`src/nidrm_pkg.sv`:
```
// package: register map, field layout and reset values of the id/rom-map block
package nidrm_pkg;

  // ----------------------------------------------------------------------
  // register offsets (byte addresses)
  // ----------------------------------------------------------------------
  localparam logic [7:0] UNIQUE_ID_UPPER_OFS       = 8'h24;
  localparam logic [7:0] UNIQUE_ID_LOWER_OFS       = 8'h28;
  localparam logic [7:0] ROM_MAP_BASE_OFS          = 8'h34;
  localparam logic [7:0] WRITE_ERROR_ADDR_LOW_OFS  = 8'h38;
  localparam logic [7:0] WRITE_ERROR_ADDR_HIGH_OFS = 8'h3c;
  localparam logic [7:0] IRQ_STATUS_OFS            = 8'h60;
  localparam logic [7:0] IRQ_MASK_OFS              = 8'h64;

  // ----------------------------------------------------------------------
  // fields and reset values
  // ----------------------------------------------------------------------
  localparam int          ROM_MAP_LSB        = 10;
  localparam logic [31:0] ROM_MAP_FIELD_MASK = 32'hffff_fc00;
  localparam logic [31:0] UNIQUE_ID_RESET    = 32'h0000_0000;
  localparam logic [31:0] ROM_MAP_RESET      = 32'h0000_0000;
  localparam logic [47:0] ROM_SPACE_FIRST    = 48'hffff_f000_0400;
  localparam logic [47:0] ROM_SPACE_LAST     = 48'hffff_f000_07ff;
  localparam int          IRQ_BITS           = 2;
  localparam int          IRQ_ID_LOADED      = 0;
  localparam int          IRQ_WRITE_ERROR    = 1;
  localparam logic [1:0]  AXI_OKAY           = 2'b00;
  localparam logic [1:0]  AXI_SLVERR         = 2'b10;

  // serial rom loader states
  typedef enum logic [1:0] {
    NIDRM_IDLE = 2'b00,
    NIDRM_WAIT = 2'b01,
    NIDRM_DONE = 2'b10
  } nidrm_load_t;

endpackage : nidrm_pkg

```
`src/nidrm_regs.sv`:
```
// file: node identifier, rom mapping and write-error register bank
`timescale 1ns/1ps
`default_nettype none

// Summary of operation
// (RQ1) A hardware reset clears the upper identifier word to zero, an invalid id.
// (RQ2) After a bus reset with a serial rom present, both id words load from it.
// (RQ3) Once loaded from the rom, the id words are frozen until the next hardware reset.
// (RQ4) The upper id word carries the maker field and upper silicon serial.
// (RQ5) The lower id word at 28h resets to zero and loads and locks likewise.
// (RQ6) A rom-space quadlet read maps to base plus the low ten offset bits.
// (RQ7) Map register bits 31..10 are writable; bits 9..0 read zero.
// (RQ8) A failed posted write records its low 32 offset bits at 38h.
// (RQ9) The high error word holds requester node in 31..16, offset top in 15..0.
// (RQ10) The map register sits at 34h and resets to zero.
// (RQ11) Software writes to the error words are ignored; only hardware sets them.
// (RQ12) Without a serial rom after bus reset the id words stay zero.
module nidrm_regs
  import nidrm_pkg::*;
(
  input  wire logic        core_clk,        // system clock, 250 MHz
  input  wire logic        rst_n,           // hardware reset, active low
  // axi4-lite slave
  input  wire logic [7:0]  s_axi_awaddr,    // write address
  input  wire logic        s_axi_awvalid,   // write address valid
  output logic             s_axi_awready,   // write address ready
  input  wire logic [31:0] s_axi_wdata,     // write data
  input  wire logic [3:0]  s_axi_wstrb,     // byte enables
  input  wire logic        s_axi_wvalid,    // write data valid
  output logic             s_axi_wready,    // write data ready
  output logic [1:0]       s_axi_bresp,     // write response
  output logic             s_axi_bvalid,    // write response valid
  input  wire logic        s_axi_bready,    // write response ready
  input  wire logic [7:0]  s_axi_araddr,    // read address
  input  wire logic        s_axi_arvalid,   // read address valid
  output logic             s_axi_arready,   // read address ready
  output logic [31:0]      s_axi_rdata,     // read data
  output logic [1:0]       s_axi_rresp,     // read response
  output logic             s_axi_rvalid,    // read data valid
  input  wire logic        s_axi_rready,    // read data ready
  // serial rom loader side
  input  wire logic        bus_reset_pulse, // one-cycle pci reset event
  input  wire logic        rom_present,     // serial rom detected
  output logic             rom_load_req,    // request id fetch from rom
  input  wire logic        rom_load_valid,  // one-cycle: id words ready
  input  wire logic [31:0] rom_id_upper,    // fetched upper id word
  input  wire logic [31:0] rom_id_lower,    // fetched lower id word
  // incoming rom-space read mapping
  input  wire logic        rom_rd_valid,    // quadlet read request pulse
  input  wire logic [47:0] rom_rd_offset,   // 1394 destination offset
  output logic             host_rd_valid,   // mapped host read pulse
  output logic [31:0]      host_rd_addr,    // mapped host memory address
  // posted write failure capture
  input  wire logic        pw_error,        // one-cycle failure pulse
  input  wire logic [47:0] pw_offset,       // offset of failed write
  input  wire logic [15:0] pw_source,       // bus and node of requester
  // status
  output logic             id_locked,       // id words loaded and frozen
  output logic             irq              // level interrupt
);

  // ----------------------------------------------------------------------
  // storage
  // ----------------------------------------------------------------------
  logic [31:0]         unique_id_upper;
  logic [31:0]         unique_id_lower;
  logic [31:0]         rom_map_base;
  logic [31:0]         write_error_addr_low;
  logic [31:0]         write_error_addr_high;
  logic [IRQ_BITS-1:0] irq_status;
  logic [IRQ_BITS-1:0] irq_mask;
  nidrm_load_t         load_state;
  nidrm_load_t         next_load_state;

  // merge byte lanes of a write into an old word
  function automatic logic [31:0] nidrm_merge(input logic [31:0] old_w,
                                              input logic [31:0] new_w,
                                              input logic [3:0]  strb);
    logic [31:0] res;
    res = old_w;
    for (int i = 0; i < 4; i++) begin
      if (strb[i]) begin
        res[8*i +: 8] = new_w[8*i +: 8];
      end
    end
    return res;
  endfunction : nidrm_merge

  // ----------------------------------------------------------------------
  // axi4-lite write channel
  // ----------------------------------------------------------------------
  logic        aw_held;
  logic        w_held;
  logic [7:0]  aw_addr;
  logic [31:0] w_data;
  logic [3:0]  w_strb;
  logic        wr_fire;

  // address and data may arrive in either order; each is held until both
  assign s_axi_awready = !aw_held && !s_axi_bvalid;
  assign s_axi_wready  = !w_held && !s_axi_bvalid;
  assign wr_fire       = aw_held && w_held && !s_axi_bvalid;

  // capture of address and data beats
  always_ff @(posedge core_clk or negedge rst_n) begin
    if (!rst_n) begin
      aw_held <= 1'b0;
      w_held  <= 1'b0;
      aw_addr <= 8'h00;
      w_data  <= 32'h0000_0000;
      w_strb  <= 4'h0;
    end else begin
      if (s_axi_awvalid && s_axi_awready) begin
        aw_held <= 1'b1;
        aw_addr <= s_axi_awaddr;
      end else if (wr_fire) begin
        aw_held <= 1'b0;
      end
      if (s_axi_wvalid && s_axi_wready) begin
        w_held <= 1'b1;
        w_data <= s_axi_wdata;
        w_strb <= s_axi_wstrb;
      end else if (wr_fire) begin
        w_held <= 1'b0;
      end
    end
  end

  // write response; unmapped addresses get slverr
  always_ff @(posedge core_clk or negedge rst_n) begin
    if (!rst_n) begin
      s_axi_bvalid <= 1'b0;
      s_axi_bresp  <= AXI_OKAY;
    end else if (wr_fire) begin
      s_axi_bvalid <= 1'b1;
      if (aw_addr == UNIQUE_ID_UPPER_OFS || aw_addr == UNIQUE_ID_LOWER_OFS
          || aw_addr == ROM_MAP_BASE_OFS
          || aw_addr == WRITE_ERROR_ADDR_LOW_OFS
          || aw_addr == WRITE_ERROR_ADDR_HIGH_OFS
          || aw_addr == IRQ_STATUS_OFS || aw_addr == IRQ_MASK_OFS) begin
        s_axi_bresp <= AXI_OKAY;
      end else begin
        s_axi_bresp <= AXI_SLVERR;
      end
    end else if (s_axi_bready) begin
      s_axi_bvalid <= 1'b0;
    end
  end

  // ----------------------------------------------------------------------
  // rom mapping base register
  // ----------------------------------------------------------------------
  // (RQ10) map register at 34h
  always_ff @(posedge core_clk or negedge rst_n) begin
    if (!rst_n) begin
      rom_map_base <= ROM_MAP_RESET;
    end else if (wr_fire && aw_addr == ROM_MAP_BASE_OFS) begin
      // (RQ7) low ten bits held at zero
      rom_map_base <= nidrm_merge(rom_map_base, w_data, w_strb)
                      & ROM_MAP_FIELD_MASK;
    end
  end

  // (RQ6) rom-space read remap
  always_ff @(posedge core_clk or negedge rst_n) begin
    if (!rst_n) begin
      host_rd_valid <= 1'b0;
      host_rd_addr  <= 32'h0000_0000;
    end else begin
      host_rd_valid <= rom_rd_valid && rom_rd_offset >= ROM_SPACE_FIRST
                       && rom_rd_offset <= ROM_SPACE_LAST;
      // base has zero low bits, so the sum is a plain concatenation
      host_rd_addr  <= {rom_map_base[31:ROM_MAP_LSB],
                        rom_rd_offset[ROM_MAP_LSB-1:0]};
    end
  end

  // ----------------------------------------------------------------------
  // unique identifier load and lock
  // ----------------------------------------------------------------------
  // loader sequencing
  always_comb begin
    next_load_state = load_state;
    case (load_state)
      NIDRM_IDLE: begin
        // (RQ12) no rom: stay idle, ids stay zero
        if (bus_reset_pulse && rom_present) begin
          next_load_state = NIDRM_WAIT;
        end
      end
      NIDRM_WAIT: begin
        if (rom_load_valid) begin
          next_load_state = NIDRM_DONE;
        end
      end
      NIDRM_DONE: begin
        next_load_state = NIDRM_DONE;
      end
      default: begin
        next_load_state = NIDRM_IDLE;
      end
    endcase
  end

  always_ff @(posedge core_clk or negedge rst_n) begin
    if (!rst_n) begin
      load_state <= NIDRM_IDLE;
    end else begin
      load_state <= next_load_state;
    end
  end

  assign rom_load_req = (load_state == NIDRM_WAIT);
  assign id_locked    = (load_state == NIDRM_DONE);

  // (RQ1) zero on hardware reset
  always_ff @(posedge core_clk or negedge rst_n) begin
    if (!rst_n) begin
      unique_id_upper <= UNIQUE_ID_RESET;
      unique_id_lower <= UNIQUE_ID_RESET;
    end else if (load_state == NIDRM_WAIT && rom_load_valid) begin
      // (RQ2) fill from serial rom
      // (RQ4) upper word: maker and serial top
      // (RQ5) lower word loads the same way
      unique_id_upper <= rom_id_upper;
      unique_id_lower <= rom_id_lower;
    end
    // (RQ3) frozen after load: no other path writes the id words
  end

  // ----------------------------------------------------------------------
  // posted write error capture
  // ----------------------------------------------------------------------
  // no reset: contents stay undefined until the first failure
  always_ff @(posedge core_clk) begin
    if (pw_error) begin
      // (RQ8) low offset word
      write_error_addr_low  <= pw_offset[31:0];
      // (RQ9) requester node and offset top
      write_error_addr_high <= {pw_source, pw_offset[47:32]};
    end
    // (RQ11) bus writes never reach these
  end

  // ----------------------------------------------------------------------
  // interrupts
  // ----------------------------------------------------------------------
  logic [IRQ_BITS-1:0] irq_events;
  assign irq_events[IRQ_ID_LOADED]   = load_state == NIDRM_WAIT
                                       && rom_load_valid;
  assign irq_events[IRQ_WRITE_ERROR] = pw_error;

  // write-one-to-clear; a new event wins over the clear
  always_ff @(posedge core_clk or negedge rst_n) begin
    if (!rst_n) begin
      irq_status <= '0;
    end else if (wr_fire && aw_addr == IRQ_STATUS_OFS && w_strb[0]) begin
      irq_status <= (irq_status & ~w_data[IRQ_BITS-1:0]) | irq_events;
    end else begin
      irq_status <= irq_status | irq_events;
    end
  end

  always_ff @(posedge core_clk or negedge rst_n) begin
    if (!rst_n) begin
      irq_mask <= '0;
    end else if (wr_fire && aw_addr == IRQ_MASK_OFS && w_strb[0]) begin
      irq_mask <= w_data[IRQ_BITS-1:0];
    end
  end

  assign irq = |(irq_status & irq_mask);

  // ----------------------------------------------------------------------
  // axi4-lite read channel
  // ----------------------------------------------------------------------
  assign s_axi_arready = !s_axi_rvalid;

  // one-cycle read answer from the decoded register
  always_ff @(posedge core_clk or negedge rst_n) begin
    if (!rst_n) begin
      s_axi_rvalid <= 1'b0;
      s_axi_rdata  <= 32'h0000_0000;
      s_axi_rresp  <= AXI_OKAY;
    end else if (s_axi_arvalid && s_axi_arready) begin
      s_axi_rvalid <= 1'b1;
      s_axi_rresp  <= AXI_OKAY;
      if (s_axi_araddr == UNIQUE_ID_UPPER_OFS) begin
        s_axi_rdata <= unique_id_upper;
      end else if (s_axi_araddr == UNIQUE_ID_LOWER_OFS) begin
        s_axi_rdata <= unique_id_lower;
      end else if (s_axi_araddr == ROM_MAP_BASE_OFS) begin
        s_axi_rdata <= rom_map_base;
      end else if (s_axi_araddr == WRITE_ERROR_ADDR_LOW_OFS) begin
        s_axi_rdata <= write_error_addr_low;
      end else if (s_axi_araddr == WRITE_ERROR_ADDR_HIGH_OFS) begin
        s_axi_rdata <= write_error_addr_high;
      end else if (s_axi_araddr == IRQ_STATUS_OFS) begin
        s_axi_rdata <= {30'h0000_0000, irq_status};
      end else if (s_axi_araddr == IRQ_MASK_OFS) begin
        s_axi_rdata <= {30'h0000_0000, irq_mask};
      end else begin
        s_axi_rdata <= 32'h0000_0000;
        s_axi_rresp <= AXI_SLVERR;
      end
    end else if (s_axi_rready) begin
      s_axi_rvalid <= 1'b0;
    end
  end

  // ----------------------------------------------------------------------
  // assertions
  // ----------------------------------------------------------------------
  a_id_reset_zero: assert property ( // (RQ1)
    @(posedge core_clk) disable iff (!rst_n)
    load_state == NIDRM_IDLE |-> unique_id_upper == UNIQUE_ID_RESET)
    else $error("upper id not zero before load");
  a_id_rom_load: assert property ( // (RQ2)
    @(posedge core_clk) disable iff (!rst_n)
    load_state == NIDRM_WAIT && rom_load_valid |=>
    unique_id_upper == $past(rom_id_upper) && id_locked)
    else $error("upper id not loaded from rom");
  a_id_frozen: assert property ( // (RQ3)
    @(posedge core_clk) disable iff (!rst_n)
    id_locked |=> $stable(unique_id_upper) && $stable(unique_id_lower))
    else $error("id changed after lock");

  a_id_lower_load: assert property ( // (RQ5)
    @(posedge core_clk) disable iff (!rst_n)
    load_state == NIDRM_WAIT && rom_load_valid |=>
    unique_id_lower == $past(rom_id_lower))
    else $error("lower id not loaded from rom");

  a_no_rom_idle: assert property ( // (RQ12)
    @(posedge core_clk) disable iff (!rst_n)
    load_state == NIDRM_IDLE && !(bus_reset_pulse && rom_present)
    |=> load_state == NIDRM_IDLE && unique_id_lower == 32'h0000_0000)
    else $error("id left zero state without rom");
  a_map_addr: assert property ( // (RQ6)
    @(posedge core_clk) disable iff (!rst_n)
    rom_rd_valid && rom_rd_offset[47:10] == ROM_SPACE_FIRST[47:10] |=>
    host_rd_valid && host_rd_addr ==
    $past(rom_map_base) + {22'h00_0000, $past(rom_rd_offset[9:0])})
    else $error("rom read mapped wrongly");
  a_map_low_zero: assert property ( // (RQ7)
    @(posedge core_clk) disable iff (!rst_n)
    rom_map_base[9:0] == 10'h000)
    else $error("map reserved bits not zero");

  a_err_low_cap: assert property ( // (RQ8)
    @(posedge core_clk) disable iff (!rst_n)
    pw_error |=> write_error_addr_low == $past(pw_offset[31:0]))
    else $error("error low word not captured");

  a_err_high_cap: assert property ( // (RQ9)
    @(posedge core_clk) disable iff (!rst_n)
    pw_error |=> write_error_addr_high[31:16] == $past(pw_source)
    && write_error_addr_high[15:0] == $past(pw_offset[47:32]))
    else $error("error high word not captured");

  // the status bit proves a capture since reset, so the words are defined
  a_err_no_sw: assert property ( // (RQ11)
    @(posedge core_clk) disable iff (!rst_n)
    irq_status[IRQ_WRITE_ERROR] && !pw_error |=>
    $stable(write_error_addr_low) && $stable(write_error_addr_high))
    else $error("error word changed without failure");

endmodule : nidrm_regs

`default_nettype wire

```
`config.mk`:
```
export PLATFORM = sky130hd
export DESIGN_NAME = nidrm_regs
export DESIGN_NICKNAME = d
export VERILOG_FILES = /design/src/nidrm_pkg.sv /design/src/nidrm_regs.sv
export SDC_FILE = /design/constraint.sdc
export NUM_CORES = 1
export LEC_CHECK = 0
export ABC_AREA = 1
export BUFFER_PORTS_ARGS = -buffer_cell sky130_fd_sc_hd__clkbuf_2
export CAP_MARGIN = 20
export CORE_MARGIN = 1
export CORE_UTILIZATION = 48
export CTS_BUF_LIST = sky130_fd_sc_hd__clkbuf_2
export DETAILED_ROUTE_END_ITERATION = 8
export PLACE_DENSITY = 0.87
export SETUP_SLACK_MARGIN = 0.02
export SYNTH_ARGS = -nofsm -noshare
export SYNTH_HDL_FRONTEND = slang
export SYNTH_SLANG_ARGS = --single-unit
export TNS_END_PERCENT = 30
```
`constraint.sdc`:
```
create_clock -name core_clk -period 1.6 [get_ports core_clk]
set_input_delay 0.16 -clock core_clk [delete_from_list [all_inputs] [get_ports core_clk]]
set_output_delay 0.16 -clock core_clk [all_outputs]
set_load 0.05 [all_outputs]
```
# [Yosys cells after proc, flatten, opt, wreduce, memory -nomap -nowiden]
# Cells that the tools add are included.
[word_totals] mem_bits_ro=0 regBits=273 n_memories=0 ram_bits=0 output_inout_bits=77 input_bits=240 elab_cells=109 latchBits=0
[classes] shifts=0 n_addsub=0 eq_ne=18 order_cmp=2 n_bitwise=5 n_reduce_logical=36 n_mux=26 div_mod_pow=0 multipliers=0
[ops] op="two-way mux 32 bit" count=5
[ops] op="equality test 8 x 6 -> 1 bit (second input constant)" count=10
[ops] op="greater-or-equal comparator 48 bit (second input constant)" count=1
[ops] op="<= comparator 48 bit (second input constant)" count=1
[ops] op="equality test 8 x 7 -> 1 bit (second input constant)" count=4
[ops] op="two-way mux 2 bit" count=13
[ops] op="logical AND 1 bit" count=16
[ops] op="AND reduction 2 bit" count=4
[ops] op="nonzero test 2 bit" count=4
[ops] op="two-way mux 1 bit" count=7
[ops] op="logical OR 1 bit" count=6
[ops] op="one-hot mux 2 bit (3 select lines)" count=1
[ops] op="AND 2 bit" count=2
[ops] op="zero test 1 bit" count=4
[ops] op="OR 2 bit" count=2
[ops] op="equality test 2 x 1 -> 1 bit (second input constant)" count=1
[ops] op="equality test 2 bit (second input constant)" count=1
[ops] op="zero test 2 bit" count=1
[ops] op="inequality test 2 x 1 -> 1 bit (second input constant)" count=1
[ops] op="inequality test 2 bit (second input constant)" count=1
[ops] op="NOT 2 bit" count=1
[ops] op="OR reduction 2 bit" count=1

# [Longest topological paths before layout]
# Gate-level depths: netlist of run 1.
[depth] ltp_word=8 ltp_mapped=12 ltp_nobuf=11

# [Least setup slack after synthesis of run 1]
# OpenSTA, ideal clock, no wires.
[synth_path] path_type="flip-flop to flip-flop" start="reg s_axi_bvalid" end="reg w_data[22]" t_arrival_ns=2.146 n_path_buf=2 t_required_ns=1.523 path_stages_with_launch=6 path_slack_ns=-0.623 synth_period_minus_slack_ns=2.223 setup_ns=0.077 cell_sequence="dfrtp_1 nor2_1 nand2_2 buf_2 buf_2 a21oi_1"
[synth_between] elab_chain_len=3
[synth_rtl] element="from (decl)" line="nidrm_regs.sv:32" text="output logic s_axi_bvalid,"
[synth_rtl] element="from (signal assigned)" line="nidrm_regs.sv:132" text="s_axi_bvalid <= 1'b0;"
[synth_rtl] element="from (signal assigned)" line="nidrm_regs.sv:135" text="s_axi_bvalid <= 1'b1;"
[synth_rtl] element="from (signal assigned)" line="nidrm_regs.sv:146" text="s_axi_bvalid <= 1'b0;"
[synth_rtl] element="zero test 1 bit" line="nidrm_regs.sv:101" text="assign s_axi_wready = !w_held && !s_axi_bvalid;"
[synth_rtl] element="logical AND 1 bit" line="nidrm_regs.sv:101"
[synth_rtl] element="named net s_axi_wready" line="nidrm_regs.sv:30" text="output logic s_axi_wready,"
[synth_rtl] element="logical AND 1 bit" line="nidrm_regs.sv:119" text="if (s_axi_wvalid && s_axi_wready) begin"
[synth_rtl] element="to (signal assigned)" line="nidrm_regs.sv:121" text="w_data <= s_axi_wdata;"
[synth_rtl] element="to (decl)" line="nidrm_regs.sv:95" text="logic [31:0] w_data;"
# The timed path passes the listed nets, and every way through them passes these cells.
# A chain may end at the register's enable or synchronous reset.

# [Worst setup path after layout of run 1]
[layout_path] start="reg irq_mask[0]" end="out irq"
[layout_between] elab_chain_len=2
[layout_rtl] element="from (decl)" line="nidrm_regs.sv:71" text="logic [IRQ_BITS-1:0] irq_mask;"
[layout_rtl] element="from (signal assigned)" line="nidrm_regs.sv:268" text="irq_mask <= w_data[IRQ_BITS-1:0];"
[layout_rtl] element="AND 2 bit" line="nidrm_regs.sv:272" text="assign irq = |(irq_status & irq_mask);"
[layout_rtl] element="OR reduction 2 bit" line="nidrm_regs.sv:272"
[layout_rtl] element="to (decl)" line="nidrm_regs.sv:59" text="output logic irq"
# No other way between the ends.

==> summary.md, run 1 <==
| Metric | Value |
|---|---|
| Outcome | `finished, violations left` |
| Violated checks | `negative setup slack` |
| Worst R2R End | `unique_id_upper[27]$_DFFE_PN0P_` |
| #FFs+latches synth | `between 200 and 300` |
| Nets@finish | `1822` |
| Gate Count Post-Synth | `977` |
| Synthesized area | `10800 um2` |
| Worst slew pin tran | `568 ps` |
| Core Region | `21900 um2` |
| Num CTS Buffers | `a little under 70` |
| Final GP Congestion | `0.841` |
| H-tree depth | `3` |
| Slew Limit Fails | `0` |
| Number of I/O port buffers | `306` |
| CP max FO | `2` |
| Die height | `152 um` |
| Clk slew on worst S/H paths | `130 ps` |
| Largest net degree at the start of global routing | `66` |
| Synth async-reset ratio | `0.757` |
| Synth unique cells | `41` |
| XOR/XNOR Fraction of Synth Area | `0` |
| Hold Fails Final Rpt | `0` |
| Prevailing post-synth register cell | `dfrtp_1` |
| Largest family of logic cells by synthesized area | `simple AND/OR/NAND/NOR gates` |
| Initial DRC count | `714` |
| Chip Width | `about 150 um` |
| Critical Path AT | `1690 ps` |
| Leak | `8.14 nW` |
| Simple-gate share of the synthesized area | `0.168` |
| RSZ-0062 raised after global routing | `true` |
| Worst-skew pair later-pin latency | `830 ps` |
| Crit path time final | `1850 ps` |
| Post-Synth Adder-Cell Area | `0.00465` |
| Leading area contributor after synthesis | `dfrtp_1` |
| Placed inst area | `12800 um2` |
| Critical path capture point type | `output port` |
| Final worst-path cycle share | `1.16` |
| Pwr Density | `1270 nW/um2` |
| Antenna violations before repair | `5` |
| Detail Route Antenna Nets | `0` |
| Area share of the largest cell type after synthesis | `0.463` |
| Startpoint Class | `register` |
| Ports | `317` |
| Wirelength per Cell | `21.8 um` |
| Drt drc | `0` |
| TritonCTS clock tree | `built` |
| HPWL Detailed | `~20000 um` |
| Max Cap Violations | `0` |
| Worst rel slew slack | `0.618` |
| DR vias/cell | `5.51` |
| Fmax | `540 MHz` |
| Row count | `54` |
| PnR worst setup slack | `-250 ps` |
| WHS Path Cells | `2` |
| Synth area leaders | `dfrtp_1 (46%), edfxtp_1 (18%), nand2_1 (6.9%)` |
| Reg2Reg Setup Slack | `-10 ps` |
| Compound-Gate Fraction of Synth Area | `0.0656` |
| Reg2reg path depth | `6` |
| Worst Skew | `97.8 ps` |
| Mux contribution to synthesized area | `0.0681` |
| Final wirelength | `around 42000 um` |
| Gr ovfl total | `0` |
| Area Growth Syn to Fin | `55.3%` |
| FF-to-FF Start | `load_state[1]$_DFFE_PN0P_` |
| Peak VDD IR | `1.15 mV` |
| Initial Util | `0.491` |
| Global-route wire length before repair | `a little under 60000 um` |
| Finished Layout Cells | `1914` |
| Hold Path Origin | `pw_offset[33]` |
| CP Class | `register to output port` |
| Post-placement cell count | `1554` |
| Final Cell Area | `16700 um2` |
| First-pass DRT Iterations | `7` |
| Vias in the first global route | `11.1k` |
| Hold worst-path end | `write_error_addr_high[1]$_DFFE_PP_` |
| Post-synth EDFFs | `between 60 and 70` |
| Root Driver | `clkbuf_2` |
| Layout cells sized above 1 | `0.373` |
| Core Util, Final | `0.763` |
| Final Setup Violations | `15` |
| Register area share after synthesis | `0.642` |
| Worst-case clock buffer depth | `3` |
| Die ar. | `23000 um2` |
| CTS Sinks | `263` |
| Ys Warns | `0` |
| GRT Overall Usage | `0.351` |
| Worst EP required | `1440 ps` |
| Min-delay worst type | `primary input to register` |
| Syn_area_per_cell | `11.0 um2` |
| Via Count | `10.5k` |
## state kept, by name, summed over array words and instances (netlist names), 2 cells and up
signal,count
host_rd_addr,32
s_axi_rdata,32
unique_id_lower,32
unique_id_upper,32
write_error_addr_high,32
write_error_addr_low,32
w_data,24
rom_map_base,22
aw_addr,8
w_strb,4
irq_mask,2
irq_status,2
load_state,2
## final cells by class
cell class,count,area (um2)
Sequential cell,263,6910
Timing Repair Buffer,571,5010
Clock buffer,99,495
Multi-Input combinational cell,599,3490
Fill cell,1247,5190
Inverter,75,300
Antenna cell,7,17.5
Tap cell,280,350
Clock inverter,20,129
## per-layer routing
layer / global-route usage / vias up / part of all wire
li1: - / 4481 / -
met1: 0.372 / 4988 / 0.33
met2: 0.590 / 801 / 0.50
met3: 0.103 / 279 / 0.090
met4: 0.266 / 0 / 0.081
met5: 0 / - / 0
## synth_stat cells (3+ instances only)
cell        n
a21oi_1    44
a21oi_2     7
buf_1       4
buf_2      17
buf_4       5
buf_6       7
clkbuf_1    6
dfrtp_1   199
edfxtp_1   64
ha_1        4
inv_1      66
inv_2       6
mux2_2     65
nand2_1   199
nand2_2     8
nand2_4     5
nand3_1    64
nand3_2     4
nand4_1     9
nor2_1     85
nor2_2      3
nor2_4      3
nor4_1      4
o211ai_1    3
o21ai_0    35
o21ai_1    28
o21ai_2     8
or2_0       7
or2_2       3
## cells by family (layout without fill, tap and decap cells)
logic type | Yosys count | after routing
and+or+nand+nor | 401 | 401
DFF | 263 | 263
AOI/OAI and AO/OA | 127 | 127
buffers and inverters | 116 | 765
muxes | 65 | 65
adders and majority gates | 4 | 4
other | 1 | 9
## worst max path at each step
stage / endpoint / start / depth (start not counted) / slack, ps
2_1_floorplan: s_axi_rdata[0]$_DFFE_PN0P_ / s_axi_rvalid$_DFFE_PN0P_ / 8 / 7
3_3_place_gp: s_axi_rdata[21]$_DFFE_PN0P_ / s_axi_araddr[4] / 9 / 120
3_5_place_dp: s_axi_rdata[19]$_DFFE_PN0P_ / s_axi_araddr[3] / 11 / 40
4_1_cts: irq / irq_mask[0]$_DFFE_PN0P_ / 2 / -270
5_1_grt: irq / irq_status[0]$_DFF_PN0_ / 2 / -310
6_report: irq / irq_mask[0]$_DFFE_PN0P_ / 2 / -250
## report_power, final
part	switching [mW]	leakage (nW)	internal, mW
Sequential	1.13	3.07	8.59
Clock	3.01	0.478	1.97
Combinational	3.52	4.59	3.04
## repair_timing
item	4_1_cts	5_1_grt
gates resized for setup	154	107
setup endpoints to repair	75	137
hold buffers	213	1
gates cloned	0	3
setup buffers	11	7
pin swaps	1	5
hold endpoints to repair	479	1
## per-stage QoR
stage	worst slack [ps]	hold slack [ps]	setup TNS (ps)	power, mW
3_5_place_dp	38.3	148	0	14.3
2_1_floorplan	7.38	-136	0	12.7
6_report	-250	59.7	-1320	21.3
5_1_grt	-308	-5.02	-3760	22.2
4_1_cts	-268	2.66	-1750	20.1
3_3_place_gp	119	142	0	14.0
## cell usage in the layout (no fill, tap or decap), drive strengths merged
cell type    netlist  routed
o21ai             71      71
diode              0       7
o211ai             3       3
dlygate4sd3        0     213
ha                 4       4
clkinvlp           0       1
nor3               3       3
nand4              9       9
nor4               4       4
nand3             68      68
nor2              93      93
a21o               1       1
clkbuf             7     343
a22o               1       1
or2               10      10
inv               73      75
dfrtp            199     199
conb               1       2
nand2            212     212
nand3b             1       1
a21oi             51      51
clkinv             2      17
mux2              65      65
bufinv             0       2
buf               34     114
edfxtp            64      64
and3b              1       1
## worst max-delay path, stage by stage, from the launching register on
cell	delay, ps
dfrtp_1	440
a22o_1	290
buf_8	160
(Power assumes the default switching activity.)
==> run 2: changes to the inputs <==
--- a/config.mk
+++ b/config.mk
@@ -9,10 +9,10 @@
 export BUFFER_PORTS_ARGS = -buffer_cell sky130_fd_sc_hd__clkbuf_2
 export CAP_MARGIN = 20
 export CORE_MARGIN = 1
-export CORE_UTILIZATION = 48
+export CORE_UTILIZATION = 45
 export CTS_BUF_LIST = sky130_fd_sc_hd__clkbuf_2
 export DETAILED_ROUTE_END_ITERATION = 8
-export PLACE_DENSITY = 0.87
+export PLACE_DENSITY = 0.83
 export SETUP_SLACK_MARGIN = 0.02
 export SYNTH_ARGS = -nofsm -noshare
 export SYNTH_HDL_FRONTEND = slang
==> run 2 against run 1 <==
Sequential power barely moved. Clock-buffer cell count up 10. The run still ends with negative setup slack left. Largest power group unchanged. Hold slack got worse by 4.7 ps. Clock skew decreased by 3.4 ps. Sequential cell count is the same.
==> summary.md, run 2 (synthesized netlist as in run 1, its figures left out) <==
| Metric | Value |
|---|---|
| Antenna violations before repair | `10 (was 5)` |
| Largest net degree at the start of global routing | `75 (was 66)` |
| Drt drc | `0 (unchanged)` |
| Final wirelength | `41100 um (was 41800 um)` |
| Worst R2R End | `unique_id_upper[29]$_DFFE_PN0P_ (was unique_id_upper[27]$_DFFE_PN0P_)` |
| Die ar. | `24500 um2 (was 23000 um2)` |
| Max Cap Violations | `0 (unchanged)` |
| Layout cells sized above 1 | `0.370 (was 0.373)` |
| Most frequent cells in the layout | `clkbuf_2 (339), dlygate4sd3_1 (246), dfrtp_1 (197), nand2_1 (196), nor2_1 (79) (was clkbuf_2 (329), dlygate4sd3_1 (213), nand2_1 (196), dfrtp_1 (196), nor2_1 (75))` |
| Worst-skew pair later-pin latency | `860 ps (was 830 ps)` |
| Number of I/O port buffers | `306 (unchanged)` |
| Vias in the first global route | `10.9k (was 11.1k)` |
| Critical Path AT | `1690 ps (about the same)` |
| Min-delay worst type | `primary input to register (unchanged)` |
| HPWL Detailed | `20100 um (was 20000 um)` |
| Final Setup Violations | `58 (was 15)` |
| Total power | `21.6 mW (was 21.3 mW)` |
| First-pass DRT Iterations | `5 (was 7)` |
| Post-placement cell count | `1591 (was 1554)` |
| H-tree depth | `3 (unchanged)` |
| Nets@finish | `1865 (was 1822)` |
| Core Region | `23500 um2 (was 21900 um2)` |
| CP endpoint | `irq (unchanged)` |
| Startpoint Class | `register (unchanged)` |
| CTS Sinks | `263 (unchanged)` |
| FF-to-FF Start | `load_state[1]$_DFFE_PN0P_ (unchanged)` |
| Chip Width | `157 um (was 152 um)` |
| DR vias/cell | `5.24 (was 5.51)` |
| Ports | `317 (unchanged)` |
| CP Class | `register to output port (unchanged)` |
| Gr ovfl total | `0 (unchanged)` |
| Comb power frac | `0.312 (was 0.309)` |
| Initial DRC count | `892 (was 714)` |
| Reg2Reg Setup Slack | `-100 ps (was -10 ps)` |
| Num CTS Buffers | `70 (was 68)` |
| Clk slew on worst S/H paths | `140 ps (was 130 ps)` |
| Wirelength per Cell | `20.5 um (was 21.8 um)` |
| Clk pwr share | `0.236 (was 0.234)` |
| Critical path capture point type | `output port (unchanged)` |
| Peak VDD IR | `1.56 mV (was 1.15 mV)` |
| Hold Fails Final Rpt | `0 (unchanged)` |
| Row count | `56 (was 54)` |
| Violated checks | `negative setup slack (unchanged)` |
| Worst-case clock buffer depth | `3 (unchanged)` |
| GRT Overall Usage | `0.325 (was 0.351)` |
| TritonCTS clock tree | `built (unchanged)` |
| Finished Layout Cells | `2005 (was 1914)` |
| CP max FO | `2 (unchanged)` |
| Via Count | `10.5k (about the same)` |
| Minimum hold slack | `55.0 ps (was 59.7 ps)` |
| Final worst-path cycle share | `1.16 (about the same)` |
| Pwr Density | `1250 nW/um2 (was 1270 nW/um2)` |
| Initial Util | `0.458 (was 0.491)` |
| Root Driver | `clkbuf_2 (unchanged)` |
| Crit path time final | `1850 ps (about the same)` |
| Switching part of the total power | `0.354 (was 0.360)` |
| Worst Skew | `94.5 ps (was 97.8 ps)` |
| Area Growth Syn to Fin | `60.1% (was 55.3%)` |
| Fmax | `541 MHz (was 540 MHz)` |
| Internal Power | `13.9 mW (was 13.6 mW)` |
| Filler Cells Inserted | `1421 (was 1247)` |
| RSZ-0062 raised after global routing | `true (unchanged)` |
| Reg power frac | `0.452 (was 0.457)` |
| Most common cell after layout, fill and taps aside | `clkbuf_2 (unchanged)` |
| PnR worst setup slack | `-249 ps (was -250 ps)` |
| Slew Limit Fails | `0 (unchanged)` |
| Core Util, Final | `0.733 (was 0.763)` |
| Leak | `8.40 nW (was 8.14 nW)` |
| Die height | `157 um (was 152 um)` |
| Sw Pwr | `7.62 mW (was 7.66 mW)` |
| Worst EP required | `1440 ps (about the same)` |
| Outcome | `finished, violations left (unchanged)` |
| Final GP Congestion | `0.840 (was 0.841)` |
| Reg2reg path depth | `6 (unchanged)` |
| Setup TNS | `-3240 ps (was -1320 ps)` |
| Detail Route Antenna Nets | `0 (unchanged)` |
| CP startpoint | `irq_status[0]$_DFF_PN0_ (was irq_mask[0]$_DFFE_PN0P_)` |
| Global-route wire length before repair | `58900 um (was 59200 um)` |
[run 2: cell types whose count changed in the layout (fill, tap and decap cells not counted), sizes merged, moves of 2 or more]
cell,delta
dlymetal6s4s,+2
clkinv,-6
clkbuf,+3
buf,+12
dlygate4sd3,+33
diode,+7
[run 2: final cells by class]
cell class	instances	area, um2	area share
Timing Repair Buffer	611	5470	0.318
Multi-Input combinational cell	600	3450	0.200
Tap cell	319	399	0.0232
Antenna cell	14	35.0	0.00204
Sequential cell	263	6910	0.401
Clock inverter	14	115	0.00669
Clock buffer	109	546	0.0317
Inverter	75	295	0.0172
[run 2: power groups by stage]
| stage | sequential [mW] | combinational, mW | clock [mW] |
|---|---|---|---|
| floorplan | 9.98 | 2.75 | 0 |
| CTS | 9.46 | 5.96 | 4.98 |
| finish | 9.74 | 6.72 | 5.09 |
| detailed placement | 9.56 | 4.73 | 0 |
| global route | 9.86 | 7.11 | 5.58 |
| global placement | 9.49 | 4.53 | 0 |
[run 2: what timing repair did]
| action | in CTS | in global routing |
|---|---|---|
| pin swaps | 3 | 2 |
| setup buffers | 12 | 12 |
| endpoints found under the hold margin | 426 | 8 |
| resized for setup | 160 | 94 |
| hold buffers | 238 | 11 |
| cloned | 0 | 4 |
| endpoints found under the setup margin | 75 | 159 |
[run 2: worst max-delay path: stages (launching register included)]
cell and delay, ps:
dfrtp_1 420, a22o_1 250, buf_8 160
[run 2: worst min path at each step]
stage	start	slack [ps]	to	cells after the start
detailed placement	rst_n	30	unique_id_lower[24]$_DFFE_PN0P_	1
global route	pw_offset[41]	-2	write_error_addr_high[9]$_DFFE_PP_	2
CTS	pw_offset[38]	1	write_error_addr_high[6]$_DFFE_PP_	2
global placement	rst_n	30	unique_id_lower[26]$_DFFE_PN0P_	1
floorplan	rst_n	-140	aw_addr[0]$_DFFE_PN0P_	0
finish	pw_offset[41]	50	write_error_addr_high[9]$_DFFE_PP_	2
[run 2: metrics by stage]
step / setup WS (ps) / area (um2)
5_1_grt: -328 / 17200
6_report: -249 / 17200
3_3_place_gp: 105 / 12900
4_1_cts: -316 / 16700
2_1_floorplan: 7.38 / 10800
3_5_place_dp: 53.0 / 12900
[run 2: metal layers]
layer / global-route usage / up-vias / part of all wire
li1: - / 4567 / -
met1: 0.346 / 4987 / 0.35
met2: 0.566 / 725 / 0.51
met3: 0.0836 / 224 / 0.075
met4: 0.228 / 0 / 0.069
met5: 0 / - / 0
